File: config.mk
export PLATFORM = sky130hd
export DESIGN_NAME = fdm_device_flat
export DESIGN_NICKNAME = d
export VERILOG_FILES = /design/src/verilog/fdm_pkg.sv /design/src/verilog/fdm_if.sv /design/src/verilog/fdm_device.sv /design/src/flat_wrapper.sv
export SDC_FILE = /design/constraint.sdc
export NUM_CORES = 1
export LEC_CHECK = 0
export ABC_AREA = 0
export BUFFER_PORTS_ARGS = -buffer_cell sky130_fd_sc_hd__buf_2
export CAP_MARGIN = 20
export CORE_ASPECT_RATIO = 0.5
export CORE_UTILIZATION = 49
export DETAILED_ROUTE_END_ITERATION = 10
export GPL_TIMING_DRIVEN = 0
export PLACE_DENSITY = 0.76
export SETUP_SLACK_MARGIN = 0.2
export SLEW_MARGIN = 20
export SYNTH_ARGS = -nofsm -noshare
export SYNTH_HDL_FRONTEND = slang
export SYNTH_SLANG_ARGS = --single-unit
File: constraint.sdc
create_clock -name core_clk -period 2.7 [get_ports core_clk]
set_clock_uncertainty 0.2 [all_clocks]
set_input_delay 0 -clock core_clk [delete_from_list [all_inputs] [get_ports core_clk]]
set_output_delay 0 -clock core_clk [all_outputs]
set_load 0.005 [all_outputs]
File: src/verilog/fdm_pkg.sv
/*
 Shared constants for the fault supervision link between the LED driver
 fault manager and its host controller.
 Assumes one 10 MHz clock common to both ends.
*/
package fdm_pkg;
   localparam int CLK_HZ = 10_000_000;
   localparam int NCH = 24;
   // Error pin pulse length
   localparam int ERR_PULSE_US = 50;
   localparam int ERR_PULSE_CYC = (ERR_PULSE_US * (CLK_HZ / 1_000_000) < 1) ? 1 :
      ERR_PULSE_US * (CLK_HZ / 1_000_000);
   localparam int PULSE_W = 10;
   // Low-supply threshold field: 0 means 4 V, step 1 V, up to 35 V
   localparam int LOWSUP_MIN_V = 4;
   localparam int LOWSUP_MAX_V = 35;
   localparam int LOWSUP_STEP_V = 1;
   localparam int TH_W = 5;
   localparam int VOLT_W = 6;
   localparam logic [TH_W-1:0] LOWSUP_TH_RST = 5'h00;
   localparam int CRC_W = 8;
   // Flag register bit positions
   localparam int FLAG_W = 6;
   localparam int F_POR = 0;
   localparam int F_ERR = 1;
   localparam int F_LOWSUP = 2;
   localparam int F_SUPUV = 3;
   localparam int F_CRC = 4;
   localparam int F_FS = 5;
   typedef enum logic [1:0] {FDM_POR, FDM_INIT, FDM_NORMAL, FDM_FAILSAFE} fdm_state_t;
endpackage : fdm_pkg
File: src/verilog/fdm_if.sv
/*
 Link between the fault manager and the host: command strobes, flag
 readback and the open-drain error pin as two signals.
 Assumes the testbench resolves the error wire from errOe.
*/
interface fdm_if;
   logic powerOnFlagClear;
   logic faultFlagsClear;
   logic failsafeExitClear;
   logic [fdm_pkg::FLAG_W-1:0] flags;
   logic [fdm_pkg::NCH-1:0] channelOpenFlag;
   logic [fdm_pkg::NCH-1:0] channelShortFlag;
   logic [fdm_pkg::NCH-1:0] channelSingleShortFlag;
   logic [1:0] devState;
   logic errOe;
   logic errIn;
   modport device (input powerOnFlagClear, faultFlagsClear, failsafeExitClear, errIn,
      output flags, channelOpenFlag, channelShortFlag, channelSingleShortFlag, devState,
      errOe);
   modport host (output powerOnFlagClear, faultFlagsClear, failsafeExitClear,
      input flags, channelOpenFlag, channelShortFlag, channelSingleShortFlag, devState,
      errOe, errIn);
endinterface : fdm_if

File: src/verilog/fdm_device.sv
/*
 Device end: fault flags, error pin driver, state control and output
 gating for the LED driver fault supervision.
 Assumes analog comparator and rail inputs are asynchronous and are
 synchronised here; host strobes arrive on the same clock.
*/
//Function
// [RULE1] Detection continues unchanged in fail-safe
// [RULE2] One-fails-all-fail option shuts every channel; code applies it in fail-safe only
// [RULE3] Flags stay readable in fail-safe
// [RULE4] Rail lockout forces POR, then INIT
// [RULE5] Power-on clear resets POR and global flags
// [RULE6] Supply below threshold sets low-supply flag
// [RULE7] Low-supply flag latched until fault clear
// [RULE8] Low supply suppresses open and single-short
// [RULE9] Threshold field selects 4 to 35 V
// [RULE10] Undervoltage drives error pin low constantly
// [RULE11] Undervoltage disables outputs until rising threshold
// [RULE12] Undervoltage flag latched; pin released on recovery
// [RULE13] CRC mismatch sets flag, pulses pin 50us
// [RULE14] Watchdog overflow enters fail-safe, sets flag
// [RULE15] Clear ignored while cause persists
module fdm_device #(
   parameter int NCH = fdm_pkg::NCH, // Channel count
   parameter int PULSE_CYC = fdm_pkg::ERR_PULSE_CYC // Error pulse length
) (
   input wire logic core_clk, // 10 MHz clock
   input wire logic rst_n, // Async reset, active low
   fdm_if.device link, // Host link
   input wire logic batLockout, // Battery below lockout
   input wire logic regLockout, // Regulator rail below lockout
   input wire logic [fdm_pkg::VOLT_W-1:0] supplyVolts, // Supply in whole volts
   input wire logic supUvFalling, // Supply below falling UV threshold
   input wire logic supUvRising, // Supply below rising UV threshold
   input wire logic wdOverflow, // Comm watchdog timer overflow
   input wire logic [fdm_pkg::CRC_W-1:0] nvmCrcComputed, // Computed CRC
   input wire logic [fdm_pkg::CRC_W-1:0] nvmCrcStored, // Stored CRC
   input wire logic crcValid, // CRC result ready
   input wire logic allChannelsOffOnFault, // One-fails-all-fail option
   input wire logic [fdm_pkg::TH_W-1:0] lowSupplyThreshold, // Low-supply field
   input wire logic singleLedShortEnable, // Single short detect enable
   input wire logic [NCH-1:0] channelEnable, // Channel enables
   input wire logic [NCH-1:0] channelDiagEnable, // Channel diag enables
   input wire logic [NCH-1:0] openDet, // Raw open comparator
   input wire logic [NCH-1:0] shortDet, // Raw short comparator
   input wire logic [NCH-1:0] singleShortDet, // Raw single short comparator
   output logic [NCH-1:0] channelOn_q // Channel drive enable
);
   import fdm_pkg::*;
   localparam int SYN_W = 4 + VOLT_W + 3 * NCH;
   // Supply stage resets to full scale so no false low-supply follows reset
   localparam logic [SYN_W-1:0] SYN_RST = SYN_W'({{VOLT_W{1'b1}}, {(3 * NCH){1'b0}}});
   logic [SYN_W-1:0] syn1_q, syn2_q;
   logic lockS, uvFallS, uvRiseS, wdS;
   logic [VOLT_W-1:0] supS;
   logic [NCH-1:0] openS, shortS, slsS;
   fdm_state_t state_q;
   logic [FLAG_W-1:0] flags_q;
   logic [NCH-1:0] openF_q, shortF_q, slsF_q;
   logic uvActive_q;
   logic [PULSE_W-1:0] pulseCnt_q;
   logic crcBad_q, lowSup, diagOn, crcBad, ledEvt;
   logic [VOLT_W-1:0] thVolts;
   logic [NCH-1:0] openEvt, shortEvt, slsEvt, faultyCh;
   // Two-stage synchroniser for all asynchronous inputs
   always_ff @(posedge core_clk or negedge rst_n) begin
      if (!rst_n) begin
         syn1_q <= SYN_RST;
         syn2_q <= SYN_RST;
      end else begin
         syn1_q <= {batLockout | regLockout, supUvFalling, supUvRising, wdOverflow,
            supplyVolts, openDet, shortDet, singleShortDet};
         syn2_q <= syn1_q;
      end
   end
   assign {lockS, uvFallS, uvRiseS, wdS, supS, openS, shortS, slsS} = syn2_q;
   // [RULE9] Field to volts, capped at top
   assign thVolts = (lowSupplyThreshold > TH_W'(LOWSUP_MAX_V - LOWSUP_MIN_V)) ?
      VOLT_W'(LOWSUP_MAX_V) :
      VOLT_W'(LOWSUP_MIN_V) + VOLT_W'(lowSupplyThreshold) * VOLT_W'(LOWSUP_STEP_V);
   // [RULE6] Continuous low-supply compare
   assign lowSup = supS < thVolts;
   // [RULE8] Open and single-short detection gated by low supply
   assign diagOn = ~lowSup;
   assign crcBad = crcValid & (nvmCrcComputed != nvmCrcStored);
   // [RULE1] Same detection in any running state
   assign openEvt = openS & channelEnable & channelDiagEnable & {NCH{diagOn}};
   assign shortEvt = shortS & channelEnable & channelDiagEnable;
   assign slsEvt = slsS & channelEnable & channelDiagEnable &
      {NCH{diagOn & singleLedShortEnable}};
   assign ledEvt = |(openEvt | shortEvt | slsEvt);
   // [RULE4] State control
   always_ff @(posedge core_clk or negedge rst_n) begin
      if (!rst_n) begin
         state_q <= FDM_POR;
      end else if (lockS) begin
         state_q <= FDM_POR;
      end else begin
         unique case (state_q)
            FDM_POR: state_q <= FDM_INIT;
            FDM_INIT: state_q <= FDM_NORMAL;
            // [RULE14] Watchdog overflow to fail-safe
            FDM_NORMAL: if (wdS) state_q <= FDM_FAILSAFE;
            FDM_FAILSAFE: if (link.failsafeExitClear) state_q <= FDM_NORMAL;
         endcase
      end
   end
   // [RULE11] Undervoltage hysteresis tracker
   always_ff @(posedge core_clk or negedge rst_n) begin
      if (!rst_n) begin
         uvActive_q <= 1'b0;
      end else if (uvFallS) begin
         uvActive_q <= 1'b1;
      end else if (!uvRiseS) begin
         uvActive_q <= 1'b0;
      end
   end
   // Global flags; [RULE15] set wins over clear
   always_ff @(posedge core_clk or negedge rst_n) begin
      if (!rst_n) begin
         flags_q <= '0;
      end else if (state_q == FDM_POR) begin
         // [RULE4] POR and global flag on recovery
         flags_q <= '0;
         flags_q[F_POR] <= 1'b1;
         flags_q[F_ERR] <= 1'b1;
      end else begin
         // [RULE5] Power-on clear
         if (link.powerOnFlagClear) begin
            flags_q[F_POR] <= 1'b0;
         end
         // [RULE7] Fault clear for latched faults
         if (link.faultFlagsClear) begin
            flags_q[F_LOWSUP] <= lowSup;
            flags_q[F_SUPUV] <= uvActive_q | uvFallS;
            flags_q[F_CRC] <= crcBad;
         end else begin
            flags_q[F_LOWSUP] <= flags_q[F_LOWSUP] | lowSup;
            flags_q[F_SUPUV] <= flags_q[F_SUPUV] | uvFallS;
            flags_q[F_CRC] <= flags_q[F_CRC] | crcBad;
         end
         // [RULE14] Fail-safe flag
         if (state_q == FDM_NORMAL && wdS) begin
            flags_q[F_FS] <= 1'b1;
         end else if (link.failsafeExitClear) begin
            flags_q[F_FS] <= 1'b0;
         end
         // [RULE10] Global flag from low-supply, UV, CRC or LED fault
         if (lowSup | uvFallS | crcBad | ledEvt) begin
            flags_q[F_ERR] <= 1'b1;
         end else if (link.faultFlagsClear | link.powerOnFlagClear) begin
            flags_q[F_ERR] <= (flags_q[F_POR] & ~link.powerOnFlagClear) |
               ((flags_q[F_LOWSUP] | flags_q[F_SUPUV] | flags_q[F_CRC] |
               (|(openF_q | shortF_q | slsF_q))) & ~link.faultFlagsClear) | uvActive_q;
         end
      end
   end
   // Per-channel LED flags, set wins over clear
   always_ff @(posedge core_clk or negedge rst_n) begin
      if (!rst_n) begin
         openF_q <= '0;
         shortF_q <= '0;
         slsF_q <= '0;
      end else if (link.faultFlagsClear) begin
         openF_q <= openEvt;
         shortF_q <= shortEvt;
         slsF_q <= slsEvt;
      end else begin
         openF_q <= openF_q | openEvt;
         shortF_q <= shortF_q | shortEvt;
         slsF_q <= slsF_q | slsEvt;
      end
   end
   // [RULE13] 50us error pulse on new CRC or LED fault
   always_ff @(posedge core_clk or negedge rst_n) begin
      if (!rst_n) begin
         crcBad_q <= 1'b0;
         pulseCnt_q <= '0;
      end else begin
         crcBad_q <= crcBad;
         if ((crcBad & ~crcBad_q) | (|(openEvt & ~openF_q)) | (|(shortEvt & ~shortF_q)) |
            (|(slsEvt & ~slsF_q))) begin
            pulseCnt_q <= PULSE_W'(PULSE_CYC);
         end else if (pulseCnt_q != '0) begin
            pulseCnt_q <= pulseCnt_q - PULSE_W'(1);
         end
      end
   end
   // Channel fault map for fail-safe shutdown
   assign faultyCh = openEvt | shortEvt | slsEvt;
   // [RULE2] Output gating in fail-safe
   always_ff @(posedge core_clk or negedge rst_n) begin
      if (!rst_n) begin
         channelOn_q <= '0;
      end else if (state_q == FDM_POR || state_q == FDM_INIT || uvActive_q || uvFallS) begin
         channelOn_q <= '0;
      end else if (state_q == FDM_FAILSAFE) begin
         channelOn_q <= (allChannelsOffOnFault && (|faultyCh)) ? '0 :
            (channelEnable & ~faultyCh);
      end else begin
         channelOn_q <= channelEnable;
      end
   end
   // [RULE12] Pin released when UV recovers
   always_ff @(posedge core_clk or negedge rst_n) begin
      if (!rst_n) begin
         link.errOe <= 1'b1;
      end else begin
         link.errOe <= (state_q == FDM_POR) | uvActive_q | uvFallS | (pulseCnt_q != '0);
      end
   end
   // [RULE3] Flags always presented
   always_ff @(posedge core_clk or negedge rst_n) begin
      if (!rst_n) begin
         link.flags <= '0;
         link.channelOpenFlag <= '0;
         link.channelShortFlag <= '0;
         link.channelSingleShortFlag <= '0;
         link.devState <= 2'(FDM_POR);
      end else begin
         link.flags <= flags_q;
         link.channelOpenFlag <= openF_q;
         link.channelShortFlag <= shortF_q;
         link.channelSingleShortFlag <= slsF_q;
         link.devState <= 2'(state_q);
      end
   end
endmodule : fdm_device

File: src/flat_wrapper.sv
// flat-port wrapper written by rule: the top's interface ports become plain ports
module fdm_device_flat import fdm_pkg::*;
#(
   parameter int NCH = fdm_pkg::NCH,                 
   parameter int PULSE_CYC = fdm_pkg::ERR_PULSE_CYC                      
)
  (core_clk, rst_n, batLockout, regLockout, supplyVolts, supUvFalling, supUvRising, wdOverflow, nvmCrcComputed, nvmCrcStored, crcValid, allChannelsOffOnFault, lowSupplyThreshold, singleLedShortEnable, channelEnable, channelDiagEnable, openDet, shortDet, singleShortDet, channelOn_q, link_powerOnFlagClear, link_faultFlagsClear, link_failsafeExitClear, link_errIn, link_flags, link_channelOpenFlag, link_channelShortFlag, link_channelSingleShortFlag, link_devState, link_errOe);
  fdm_if link_i ();
  input wire logic core_clk;
  input wire logic rst_n;
  input wire logic batLockout;
  input wire logic regLockout;
  input wire logic [fdm_pkg::VOLT_W-1:0] supplyVolts;
  input wire logic supUvFalling;
  input wire logic supUvRising;
  input wire logic wdOverflow;
  input wire logic [fdm_pkg::CRC_W-1:0] nvmCrcComputed;
  input wire logic [fdm_pkg::CRC_W-1:0] nvmCrcStored;
  input wire logic crcValid;
  input wire logic allChannelsOffOnFault;
  input wire logic [fdm_pkg::TH_W-1:0] lowSupplyThreshold;
  input wire logic singleLedShortEnable;
  input wire logic [NCH-1:0] channelEnable;
  input wire logic [NCH-1:0] channelDiagEnable;
  input wire logic [NCH-1:0] openDet;
  input wire logic [NCH-1:0] shortDet;
  input wire logic [NCH-1:0] singleShortDet;
  output logic [NCH-1:0] channelOn_q;
  input wire logic [$bits(link_i.powerOnFlagClear)-1:0] link_powerOnFlagClear;
  input wire logic [$bits(link_i.faultFlagsClear)-1:0] link_faultFlagsClear;
  input wire logic [$bits(link_i.failsafeExitClear)-1:0] link_failsafeExitClear;
  input wire logic [$bits(link_i.errIn)-1:0] link_errIn;
  output wire logic [$bits(link_i.flags)-1:0] link_flags;
  output wire logic [$bits(link_i.channelOpenFlag)-1:0] link_channelOpenFlag;
  output wire logic [$bits(link_i.channelShortFlag)-1:0] link_channelShortFlag;
  output wire logic [$bits(link_i.channelSingleShortFlag)-1:0] link_channelSingleShortFlag;
  output wire logic [$bits(link_i.devState)-1:0] link_devState;
  output wire logic [$bits(link_i.errOe)-1:0] link_errOe;
  assign link_i.powerOnFlagClear = link_powerOnFlagClear;
  assign link_i.faultFlagsClear = link_faultFlagsClear;
  assign link_i.failsafeExitClear = link_failsafeExitClear;
  assign link_i.errIn = link_errIn;
  assign link_flags = link_i.flags;
  assign link_channelOpenFlag = link_i.channelOpenFlag;
  assign link_channelShortFlag = link_i.channelShortFlag;
  assign link_channelSingleShortFlag = link_i.channelSingleShortFlag;
  assign link_devState = link_i.devState;
  assign link_errOe = link_i.errOe;
  fdm_device #(.NCH(NCH), .PULSE_CYC(PULSE_CYC)) u_core (.core_clk(core_clk), .rst_n(rst_n), .link(link_i), .batLockout(batLockout), .regLockout(regLockout), .supplyVolts(supplyVolts), .supUvFalling(supUvFalling), .supUvRising(supUvRising), .wdOverflow(wdOverflow), .nvmCrcComputed(nvmCrcComputed), .nvmCrcStored(nvmCrcStored), .crcValid(crcValid), .allChannelsOffOnFault(allChannelsOffOnFault), .lowSupplyThreshold(lowSupplyThreshold), .singleLedShortEnable(singleLedShortEnable), .channelEnable(channelEnable), .channelDiagEnable(channelDiagEnable), .openDet(openDet), .shortDet(shortDet), .singleShortDet(singleShortDet), .channelOn_q(channelOn_q));
endmodule
==> out/qor.txt, run 1 <==
CTS tree -> done
maximum vdd drop -> 0.000473 V
Max Freq -> 336 MHz
vias per inst -> 5.76
CORE AREA -> 0.0244 mm^2
DRT Wirelength -> 44,600 um
Worst Setup SP -> u_core.syn2_q[77]
ys async rst share -> 100%
pre-CTS setup slack -> -0.969 ns
Slew Viols, Final -> 0
crit path cell chain -> ha_4, a21oi_4, o22ai_2, a21oi_2, buf_6, nor2_4, a2111oi_4, nand4_2, or3b_1
FF/Latch Area -> 0.00905 mm^2
top post-synthesis cells by area -> dfrtp_1 (71%), o22ai_1 (4.2%), nand3_1 (3.1%)
Net Count, Synth -> 1,120
clock sink count -> 361
gr usage total -> 35.3%
cell area after layout -> 0.0182 mm^2
CP endpoint kind -> flop
power consumption -> 12,200 uW
DR DRC count -> 0
slowest CP cell -> dfstp_2
EDFF count, synth -> 0
DP Area -> 0.0142 mm^2
Initial Utilization -> 50.7%
via count -> 10.8k
largest net degree at the start of global routing -> 111
Critical Path RT -> 2.94 ns
crit path max fanout -> 5
part of the cycle the worst path needs -> 110%
worst rel slew slack -> 29.1%
Netlist Area Pre-Place -> 0.0124 mm^2
multi-input logic area -> 0.00318 mm^2
Non-Filler Instances -> 1,869
final setup fails -> 35
Placed Cells -> 1,554
number of antenna violations at the first check in global routing -> 2
Area Overhead vs Synth -> 47.6%
crit path to -> u_core.pulseCnt_q[7]
Final nets -> 1,674
failing checks -> negative setup slack
largest area contributor in the netlist -> dfrtp_1
FILL cells -> 1,477
Mean Syn Cell Area -> 13.0 um^2
Critical Path AT -> 3.22 ns
sequential area share after synthesis -> 73.3%
final worst slack -> -0.279 ns
clock-pin slew on the worst setup and hold paths -> 0.07 ns
Leakage -> 0.00850 uW
share of layout cells above drive strength 1 -> 27.3%
Die Wd -> 227 um
slowest stage delay, CP -> 0.56 ns
I/O pin cnt -> 266
Worst Max-Slew Pin Slew -> 1.06 ns
Yosys cell types -> 55
Worst R2R Path Depth -> 9
PortBufs -> 263
HP Class -> in2reg
first-pass GRT wire length -> 66,100 um
CTS Root Cell -> clkbuf_16
RSZ-0062 raised after global routing -> true
outcome -> finished, violations left
WL per Instance -> 23.9 um
Crit Reg-Reg Endpoint -> u_core.pulseCnt_q[7]
top cell type's share of synthesized area -> 70.5%
Top FF cell, synth -> dfrtp_1
std cell rows -> 40
vias in the first global route -> 11.1k
Mapped Cells -> 952
ANT nets after route -> 0
Crit Path Class -> reg2reg
Die Height -> 114 um
Ys Warns -> 0
flop-to-flop setup slack -> -0.28 ns
1st-pass router iterations -> 6
Hold Vio Cnt, Final -> 0
total CTS buffers -> 30
total grt overflow -> 0
reg2reg start -> u_core.syn2_q[77]
detailed placement HPWL -> 28,600 um
count leader, synth -> dfrtp_1
setup TNS -> -5.86 ns
initial DRC count -> 1,550
Max Cap Viol -> 0
Critical Path Start Type -> flop
die area -> 0.0259 mm^2
Synth top cells by count -> dfrtp_1 (348), inv_1 (82), o22ai_1 (82), nand3_1 (77), nor2_1 (53)
FF+latch count, synth -> 361
power density over the cells -> 672 mW/mm^2
RD Place Congestion -> 0.968
H-tree lvl count -> 1
clk_lat worst skew -> 0.58 ns
Period minus WS final -> 2.98 ns
clock buffer depth -> 3
-- how the worst min path moves through the flow --
stage | start | end | slack, ns | depth (start not counted)
2_1_floorplan | rst_n | u_core.channelOn_q[0] | -0.50 | 0
3_3_place_gp | supplyVolts[0] | u_core.syn1_q[72] | -0.09 | 1
3_5_place_dp | rst_n | u_core.syn2_q[13] | -0.22 | 1
4_1_cts | channelEnable[18] | u_core.channelOn_q[18] | 0.03 | 4
5_1_grt | channelEnable[10] | u_core.channelOn_q[10] | 0.05 | 4
6_report | channelEnable[10] | u_core.channelOn_q[10] | 0.04 | 4
-- sequential cells by signal, summed over array words and instances (netlist names) --
name,count
u_core.syn1_q,82
u_core.syn2_q,82
u_core.channelOn_q,24
u_core.link.channelOpenFlag,24
u_core.link.channelShortFlag,24
u_core.link.channelSingleShortFlag,24
u_core.openF_q,24
u_core.shortF_q,24
u_core.slsF_q,24
u_core.pulseCnt_q,10
u_core.flags_q,6
u_core.link.flags,6
u_core.link.devState,2
u_core.state_q,2
u_core.crcBad_q,1
u_core.link.errOe,1
u_core.uvActive_q,1
-- layout make-up --
type | count | area share (%)
flip-flops and latches | 361 | 49.7
repair buffers | 521 | 21.8
multi-input cells | 484 | 17.5
clock buffers | 42 | 4.87
well taps | 336 | 2.31
inverters | 82 | 1.69
clock inverters | 14 | 1.26
plain buffers | 26 | 0.947
diodes | 3 | 0.0412
-- cells in the final DEF, fill, tap and decap left out, types with 5 or more instances in the layout --
cell	n
a211o_1	8
a21o_1	7
a21oi_1	17
a21oi_2	6
buf_2	262
buf_4	15
buf_6	7
bufinv_16	6
clkbuf_1	18
clkbuf_16	32
clkbuf_2	5
clkbuf_8	8
clkinv_2	5
dfrtp_1	348
dfstp_2	13
dlygate4sd3_1	233
inv_1	82
nand2_1	39
nand2b_1	9
nand3_1	74
nand4_1	15
nor2_1	40
nor2_2	6
nor2_4	7
nor4_1	27
o211ai_1	11
o21ai_0	40
o22ai_1	81
or4_1	5
xnor2_1	12
-- power by group --
group          switching (uW)  leakage [uW]  internal, uW
clock                    2040      0.000550          2870
sequential                229       0.00449          5700
combinational             746       0.00346           651
-- per-stage QoR --
stage	hold WS, ns	utilization, %
2_1_floorplan	-0.496	-
3_3_place_gp	-0.0937	58.0
3_5_place_dp	-0.217	58.4
4_1_cts	0.0291	74.2
5_1_grt	0.0474	74.7
6_report	0.0382	74.8
-- repair_timing --
item                       4_1_cts  5_1_grt
buffers inserted                15        6
setup endpoints to repair       67       56
hold endpoints to repair       344        0
pin swaps                       24        4
resized for setup               56       19
hold buffers                   233        0
gates cloned                     2        0
-- logic make-up (layout without fill, tap and decap cells) --
kind of cell / count (synthesis) / count (layout) / share of synthesized area, %
adders and majority gates: 7 / 7 / 0.709
and+or+nand+nor: 257 / 258 / 10.8
DFF: 361 / 361 / 73.3
AOI/OAI and AO/OA: 204 / 204 / 10.6
buffers and inverters: 108 / 685 / 3.51
xor gates and xnor gates: 15 / 15 / 1.06
other: 0 / 3 / 0
-- worst max-delay path: cells and delay by family, from the launching register on --
kind	cells	cell delay, ns
buffers and inverters	1	0.18
AO/OA/AOI/OAI	4	0.97
AND/OR/NAND/NOR	3	0.72
adder cells (fa/ha/maj)	1	0.22
flip-flops	1	0.56
-- routing by layer --
layer  up-vias  wire length (um)  track usage, %
met2       759             20200            54.4
met4         0              2420            16.7
li1       4495                 -               -
met1      5311             16800            45.9
met5         -                 0               0
met3       201              5220            11.1
No activity file was read; power rests on OpenSTA's default activity.
==> inputs of run 2 (changes only) <==
--- a/config.mk
+++ b/config.mk
@@ -5,7 +5,7 @@
 export SDC_FILE = /design/constraint.sdc
 export NUM_CORES = 1
 export LEC_CHECK = 0
-export ABC_AREA = 0
+export ABC_AREA = 1
 export BUFFER_PORTS_ARGS = -buffer_cell sky130_fd_sc_hd__buf_2
 export CAP_MARGIN = 20
 export CORE_ASPECT_RATIO = 0.5
==> run 2 against run 1 <==
The run still ends with negative setup slack left; synthesized cell count rose by 15%; count of clock-buffer cells in the layout shrank 5; critical path type unchanged; sequential power shrank 0.8%; flip-flop and latch count unchanged; via count shrank 0.85%; final cell count up 7.4%.
==> out/qor.txt, run 2 <==
outcome -> finished, violations left
failing checks -> negative setup slack
clock network fraction of design power -> 39.5%
Initial Utilization -> 51.0%
crit path max fanout -> 10
post-layout util -> 74.7%
Slew Viols, Final -> 0
Mean Syn Cell Area -> 11.4 um^2
sequential area share after synthesis -> 72.3%
Final nets -> 1,815
Placed Cells -> 1,701
number of antenna violations at the first check in global routing -> 1
Critical Path AT -> 3.41 ns
detailed placement HPWL -> 23,700 um
Area Overhead vs Synth -> 46.4%
CTS Root Cell -> clkbuf_16
Max Cap Viol -> 0
top flop regs -> u_core.syn1_q: 82 flops, u_core.syn2_q: 82 flops
die area -> 0.0262 mm^2
final worst slack -> -0.434 ns
Mapped Cells -> 1,099
power density over the cells -> 659 mW/mm^2
FILL cells -> 1,463
Ys Warns -> 0
Net Count, Synth -> 1,267
CP endpoint kind -> flop
Worst Max-Slew Pin Slew -> 1.12 ns
Period minus WS final -> 3.13 ns
FF+latch count, synth -> 361
total internal power -> 9040 uW
HP Class -> in2reg
Top FF cell, synth -> dfrtp_1
clock-pin slew on the worst setup and hold paths -> 0.08 ns
worst rel slew slack -> 25.3%
via count -> 10.7k
part of the cycle the worst path needs -> 116%
Hold Vio Cnt, Final -> 0
ys async rst share -> 100%
std cell rows -> 40
total grt overflow -> 0
clock sink count -> 361
maximum vdd drop -> 0.000500 V
1st-pass router iterations -> 5
largest area contributor in the netlist -> dfrtp_1
Synth top cells by count -> dfrtp_1 (348), nand2_1 (263), inv_1 (108), nor2_1 (88), nand3_1 (81)
Critical Path Start Type -> flop
top cell type's share of synthesized area -> 69.6%
Max Freq -> 319 MHz
Crit Path Class -> reg2reg
PortBufs -> 263
most frequent cells in the layout -> dfrtp_1 (348), buf_2 (262), nand2_1 (253)
gr usage total -> 30.1%
Critical Path RT -> 2.97 ns
RSZ-0062 raised after global routing -> true
I/O pin cnt -> 266
Yosys cell types -> 31
Hold Path Origin -> channelEnable[7]
largest net degree at the start of global routing -> 109
commonest non-fill, non-tap cell in the layout -> dfrtp_1
Die Wd -> 228 um
vias in the first global route -> 11.1k
total CTS buffers -> 30
ANT nets after route -> 0
first-pass GRT wire length -> 59,600 um
DR DRC count -> 0
Netlist Area Pre-Place -> 0.0125 mm^2
Non-Filler Instances -> 2,007
RD Place Congestion -> 0.890
clock buffer depth -> 3
reg2reg start -> u_core.syn2_q[75]
Die Height -> 115 um
CTS tree -> done
share of layout cells above drive strength 1 -> 27.6%
vias per inst -> 5.32
Seq pwr share -> 48.7%
Comb power frac -> 11.9%
DRT Wirelength -> 41,500 um
CORE AREA -> 0.0245 mm^2
initial DRC count -> 1,163
WL per Instance -> 20.7 um
Sw Ratio -> 25.1%
clk_lat worst skew -> 0.57 ns
switching power -> 3040 uW
top post-synthesis cells by area -> dfrtp_1 (70%), nand2_1 (7.9%), inv_1 (3.2%)
EDFF count, synth -> 0
final setup fails -> 35
Worst Setup SP -> u_core.syn2_q[75]
count leader, synth -> dfrtp_1
H-tree lvl count -> 1
Inserted Diodes -> 0
Leakage -> 0.00952 uW
[run 2: timing repair]
| item | 4_1_cts | 5_1_grt |
|---|---|---|
| hold buffers | 230 | 0 |
| gates cloned | 0 | 4 |
| setup endpoints to repair | 35 | 35 |
| resized for setup | 33 | 47 |
| buffers inserted | 9 | 7 |
| hold endpoints to repair | 475 | 0 |
| pin swaps | 12 | 16 |
[run 2: power groups by stage]
stage | sequential [uW] | combinational [uW] | clock (uW)
after floorplan | 5910 | 405 | 0
after global placement | 5940 | 901 | 0
after detailed placement | 5950 | 941 | 0
after CTS | 5860 | 1260 | 4740
after global routing | 5890 | 1530 | 4990
final | 5880 | 1430 | 4770
[run 2: cell families after synthesis]
kind of cell	count (synthesis)	share of synthesized area (%)
buffers and inverters	132	4.45
adder cells (fa/ha/maj)	7	0.700
AO/OA/AOI/OAI	79	3.88
AND/OR/NAND/NOR	510	18.0
XOR/XNOR	10	0.700
flip-flops	361	72.3
[run 2: final timing paths]
check | end | slack, ns | cells after the start
worst max-delay path | u_core.channelOn_q[6] | -0.43 | 16
worst max register to register | u_core.channelOn_q[6] | -0.43 | 16
worst min register to register | u_core.syn2_q[9] | 0.14 | 0
min in group asynchronous | u_core.syn1_q[37] | 0.48 | 3
worst min-delay path | u_core.channelOn_q[7] | 0.02 | 4
max in group asynchronous | u_core.link.errOe | 0.54 | 5
[run 2: critical path, stage by stage, from the launching register on]
cell,delay [ns]
dfstp_2,0.55
ha_4,0.20
nand2_1,0.05
nand2_1,0.06
a21oi_2,0.17
nand2_4,0.17
buf_6,0.22
nand4_1,0.15
nand3_1,0.15
nor2_1,0.18
nand2_1,0.12
nor2_4,0.15
nand3_4,0.11
nand2_8,0.14
buf_12,0.15
nand2_1,0.07
a21oi_2,0.19
[run 2: area by class of cell]
cell class / count / area, um^2 / share of cell area, %
flip-flops and latches: 361 / 9050 / 49.4
repair buffers: 516 / 3930 / 21.5
multi-input cells: 606 / 3230 / 17.7
clock buffers: 37 / 838 / 4.58
well taps: 336 / 420 / 2.29
inverters: 109 / 409 / 2.23
clock inverters: 19 / 235 / 1.28
plain buffers: 23 / 200 / 1.09
[run 2: metal layers]
| metal | track usage, % | routed length (um) |
|---|---|---|
| met5 | 0 | 61 |
| met1 | 38.2 | 15700 |
| met2 | 51.3 | 19900 |
| met3 | 5.01 | 3440 |
| met4 | 15.0 | 2380 |
[run 2: per-stage QoR]
stage	setup slack, ns	area, um^2	TNS [ns]	total power (uW)	hold slack (ns)
2_1_floorplan	0.219	12500	0	6320	-0.496
3_3_place_gp	-4.90	14300	-1744.27	6840	-0.0949
3_5_place_dp	-0.551	14400	-14.34	6900	-0.0935
4_1_cts	-0.247	18000	-4.22	11900	0.0112
5_1_grt	-0.491	18300	-15.04	12400	0.0506
6_report	-0.434	18300	-11.77	12100	0.0191
==> inputs of run 3 (changes only) <==
--- a/config.mk
+++ b/config.mk
@@ -12,7 +12,7 @@
 export CORE_UTILIZATION = 49
 export DETAILED_ROUTE_END_ITERATION = 10
 export GPL_TIMING_DRIVEN = 0
-export PLACE_DENSITY = 0.76
+export PLACE_DENSITY = 0.78
 export SETUP_SLACK_MARGIN = 0.2
 export SLEW_MARGIN = 20
 export SYNTH_ARGS = -nofsm -noshare
==> run 3 against run 2 <==
Clock power down 5.2%; design area down 0.82%; the run still ends with negative setup slack left; final cell count is the same; utilization shrank 0.61 points; worst setup slack gained 0.10 ns; largest power group unchanged.
==> out/qor.txt, run 3 (synthesis gave the netlist of run 2 again) <==
FILL cells -> 1,512
met3 Use GR -> 8.13%
share of layout cells above drive strength 1 -> 27.3%
pre-CTS setup slack -> -0.608 ns
Critical Path RT -> 2.99 ns
via count -> 10.8k
RD Place Congestion -> 0.895
number of antenna violations at the first check in global routing -> 0
Leakage -> 0.00941 uW
HP Class -> in2reg
Comb power frac -> 11.9%
Hold Vio Cnt, Final -> 0
most frequent cells in the layout -> dfrtp_1 (348), buf_2 (262), nand2_1 (250)
PortBufs -> 263
vias in the first global route -> 11.2k
vias per inst -> 5.40
GRT met1 Usage -> 38.0%
clock-pin slew on the worst setup and hold paths -> 0.07 ns
Area Overhead vs Synth -> 45.2%
die area -> 0.0262 mm^2
failing checks -> negative setup slack
H-tree lvl count -> 1
Crit Path Class -> reg2reg
slowest stage delay, CP -> 0.54 ns
total grt overflow -> 0
CORE AREA -> 0.0245 mm^2
Max Freq -> 330 MHz
CTS tree -> done
clock sink count -> 361
Initial Utilization -> 51.0%
clock buffer depth -> 3
initial DRC count -> 1,266
slowest CP cell -> dfstp_2
Die Wd -> 228 um
most frequent CP cell -> nand2_4
Die Height -> 115 um
Final nets -> 1,813
Critical Path Start Type -> flop
clk_lat worst skew -> 0.59 ns
final worst slack -> -0.330 ns
Max Cap Viol -> 0
I/O pin cnt -> 266
CTS Root Cell -> clkbuf_16
commonest non-fill, non-tap cell in the layout -> dfrtp_1
Sw Ratio -> 25.8%
power consumption -> 11,800 uW
Worst R2R Path Depth -> 16
part of the cycle the worst path needs -> 112%
gr usage total -> 31.5%
Slew Viols, Final -> 0
DRT Wirelength -> 41,700 um
GR peak layer -> met2
Period minus WS final -> 3.03 ns
outcome -> finished, violations left
worst hold path cell count -> 4
top flop regs -> u_core.syn1_q: 82 flops, u_core.syn2_q: 82 flops
clock network fraction of design power -> 38.3%
Worst Max-Slew Pin Slew -> 1.18 ns
switching power -> 3040 uW
1st-pass router iterations -> 6
detailed placement HPWL -> 24,200 um
std cell rows -> 40
crit path cell chain -> ha_4, nand2_4, inv_4, a21oi_4, nand2_4, buf_6, nand3_1, nand3_2, nor2_2, nand2_2, nor2_4, nand3_2, nand2_4, buf_4, nand2_1, a21oi_1
CP endpoint kind -> flop
first-pass GRT wire length -> 62,000 um
total internal power -> 8770 uW
maximum vdd drop -> 0.000486 V
power density over the cells -> 650 mW/mm^2
WL per Instance -> 20.8 um
Critical Path AT -> 3.32 ns
final setup fails -> 34
DR DRC count -> 0
largest net degree at the start of global routing -> 108
total CTS buffers -> 31
crit path max fanout -> 10
Seq pwr share -> 49.8%
ANT nets after route -> 0
worst rel slew slack -> 20.8%
flop-to-flop setup slack -> -0.33 ns
GR Util met2 -> 52.5%
RSZ-0062 raised after global routing -> true
-- run 3: timing repair --
action                                  CTS  global route
buffers inserted                          5            11
cloned                                    0             1
endpoints found under the setup margin   35            35
hold buffers                            230             0
resized for setup                        25            59
pin swaps                                 9            15
endpoints found under the hold margin   344             0
-- run 3: layout make-up --
class / instances / area [um^2] / area share, %
clock inverters: 7 / 70.1 / 0.386
multi-input cells: 606 / 3250 / 17.9
plain buffers: 23 / 181 / 0.998
flip-flops and latches: 361 / 9050 / 49.8
repair buffers: 513 / 3860 / 21.2
clock buffers: 50 / 927 / 5.10
diodes: 2 / 5.00 / 0.0275
inverters: 109 / 412 / 2.27
well taps: 336 / 420 / 2.31
-- run 3: critical path: cells and delay by family (launching register included) --
family / cells / cell delay (ns)
buffers and inverters: 3 / 0.39
AO/OA/AOI/OAI: 2 / 0.36
AND/OR/NAND/NOR: 10 / 1.21
flip-flops: 1 / 0.54
adder cells (fa/ha/maj): 1 / 0.21
-- run 3: per-stage QoR --
stage | setup TNS (ns) | instance area (um^2) | util [%] | hold slack (ns) | std cells
floorplan | 0 | 12500 | - | -0.496 | 1099
global placement | -1741.19 | 14300 | 58.1 | -0.0943 | 1698
detailed placement | -17.77 | 14300 | 58.5 | -0.215 | 1701
CTS | -6.22 | 17800 | 72.5 | 0.00818 | 1993
global route | -11.22 | 18200 | 74.1 | 0.0209 | 2005
finish | -7.85 | 18200 | 74.1 | 0.0120 | 2007
-- run 3: layer usage --
| layer | up-vias | part of all wire [%] |
|---|---|---|
| met5 | - | 0 |
| met1 | 5344 | 37 |
| met3 | 196 | 8.5 |
| met2 | 681 | 49 |
| met4 | 0 | 5.9 |
| li1 | 4611 | - |
-- run 3: final timing paths --
check | from | to
min | channelEnable[16] | u_core.channelOn_q[16]
min in group asynchronous | rst_n | u_core.syn1_q[12]
min reg2reg | u_core.syn1_q[57] | u_core.syn2_q[57]
max reg2reg | u_core.syn2_q[77] | u_core.channelOn_q[0]
max in group asynchronous | rst_n | u_core.syn1_q[80]
max | u_core.syn2_q[77] | u_core.channelOn_q[0]
-- run 3: power by group through the flow --
stage	Sequential, uW	Combinational, uW	Clock [uW]
2_1_floorplan	5910	405	0
3_3_place_gp	5940	905	0
3_5_place_dp	5950	950	0
4_1_cts	5850	1250	4440
5_1_grt	5890	1510	4780
6_report	5880	1410	4520
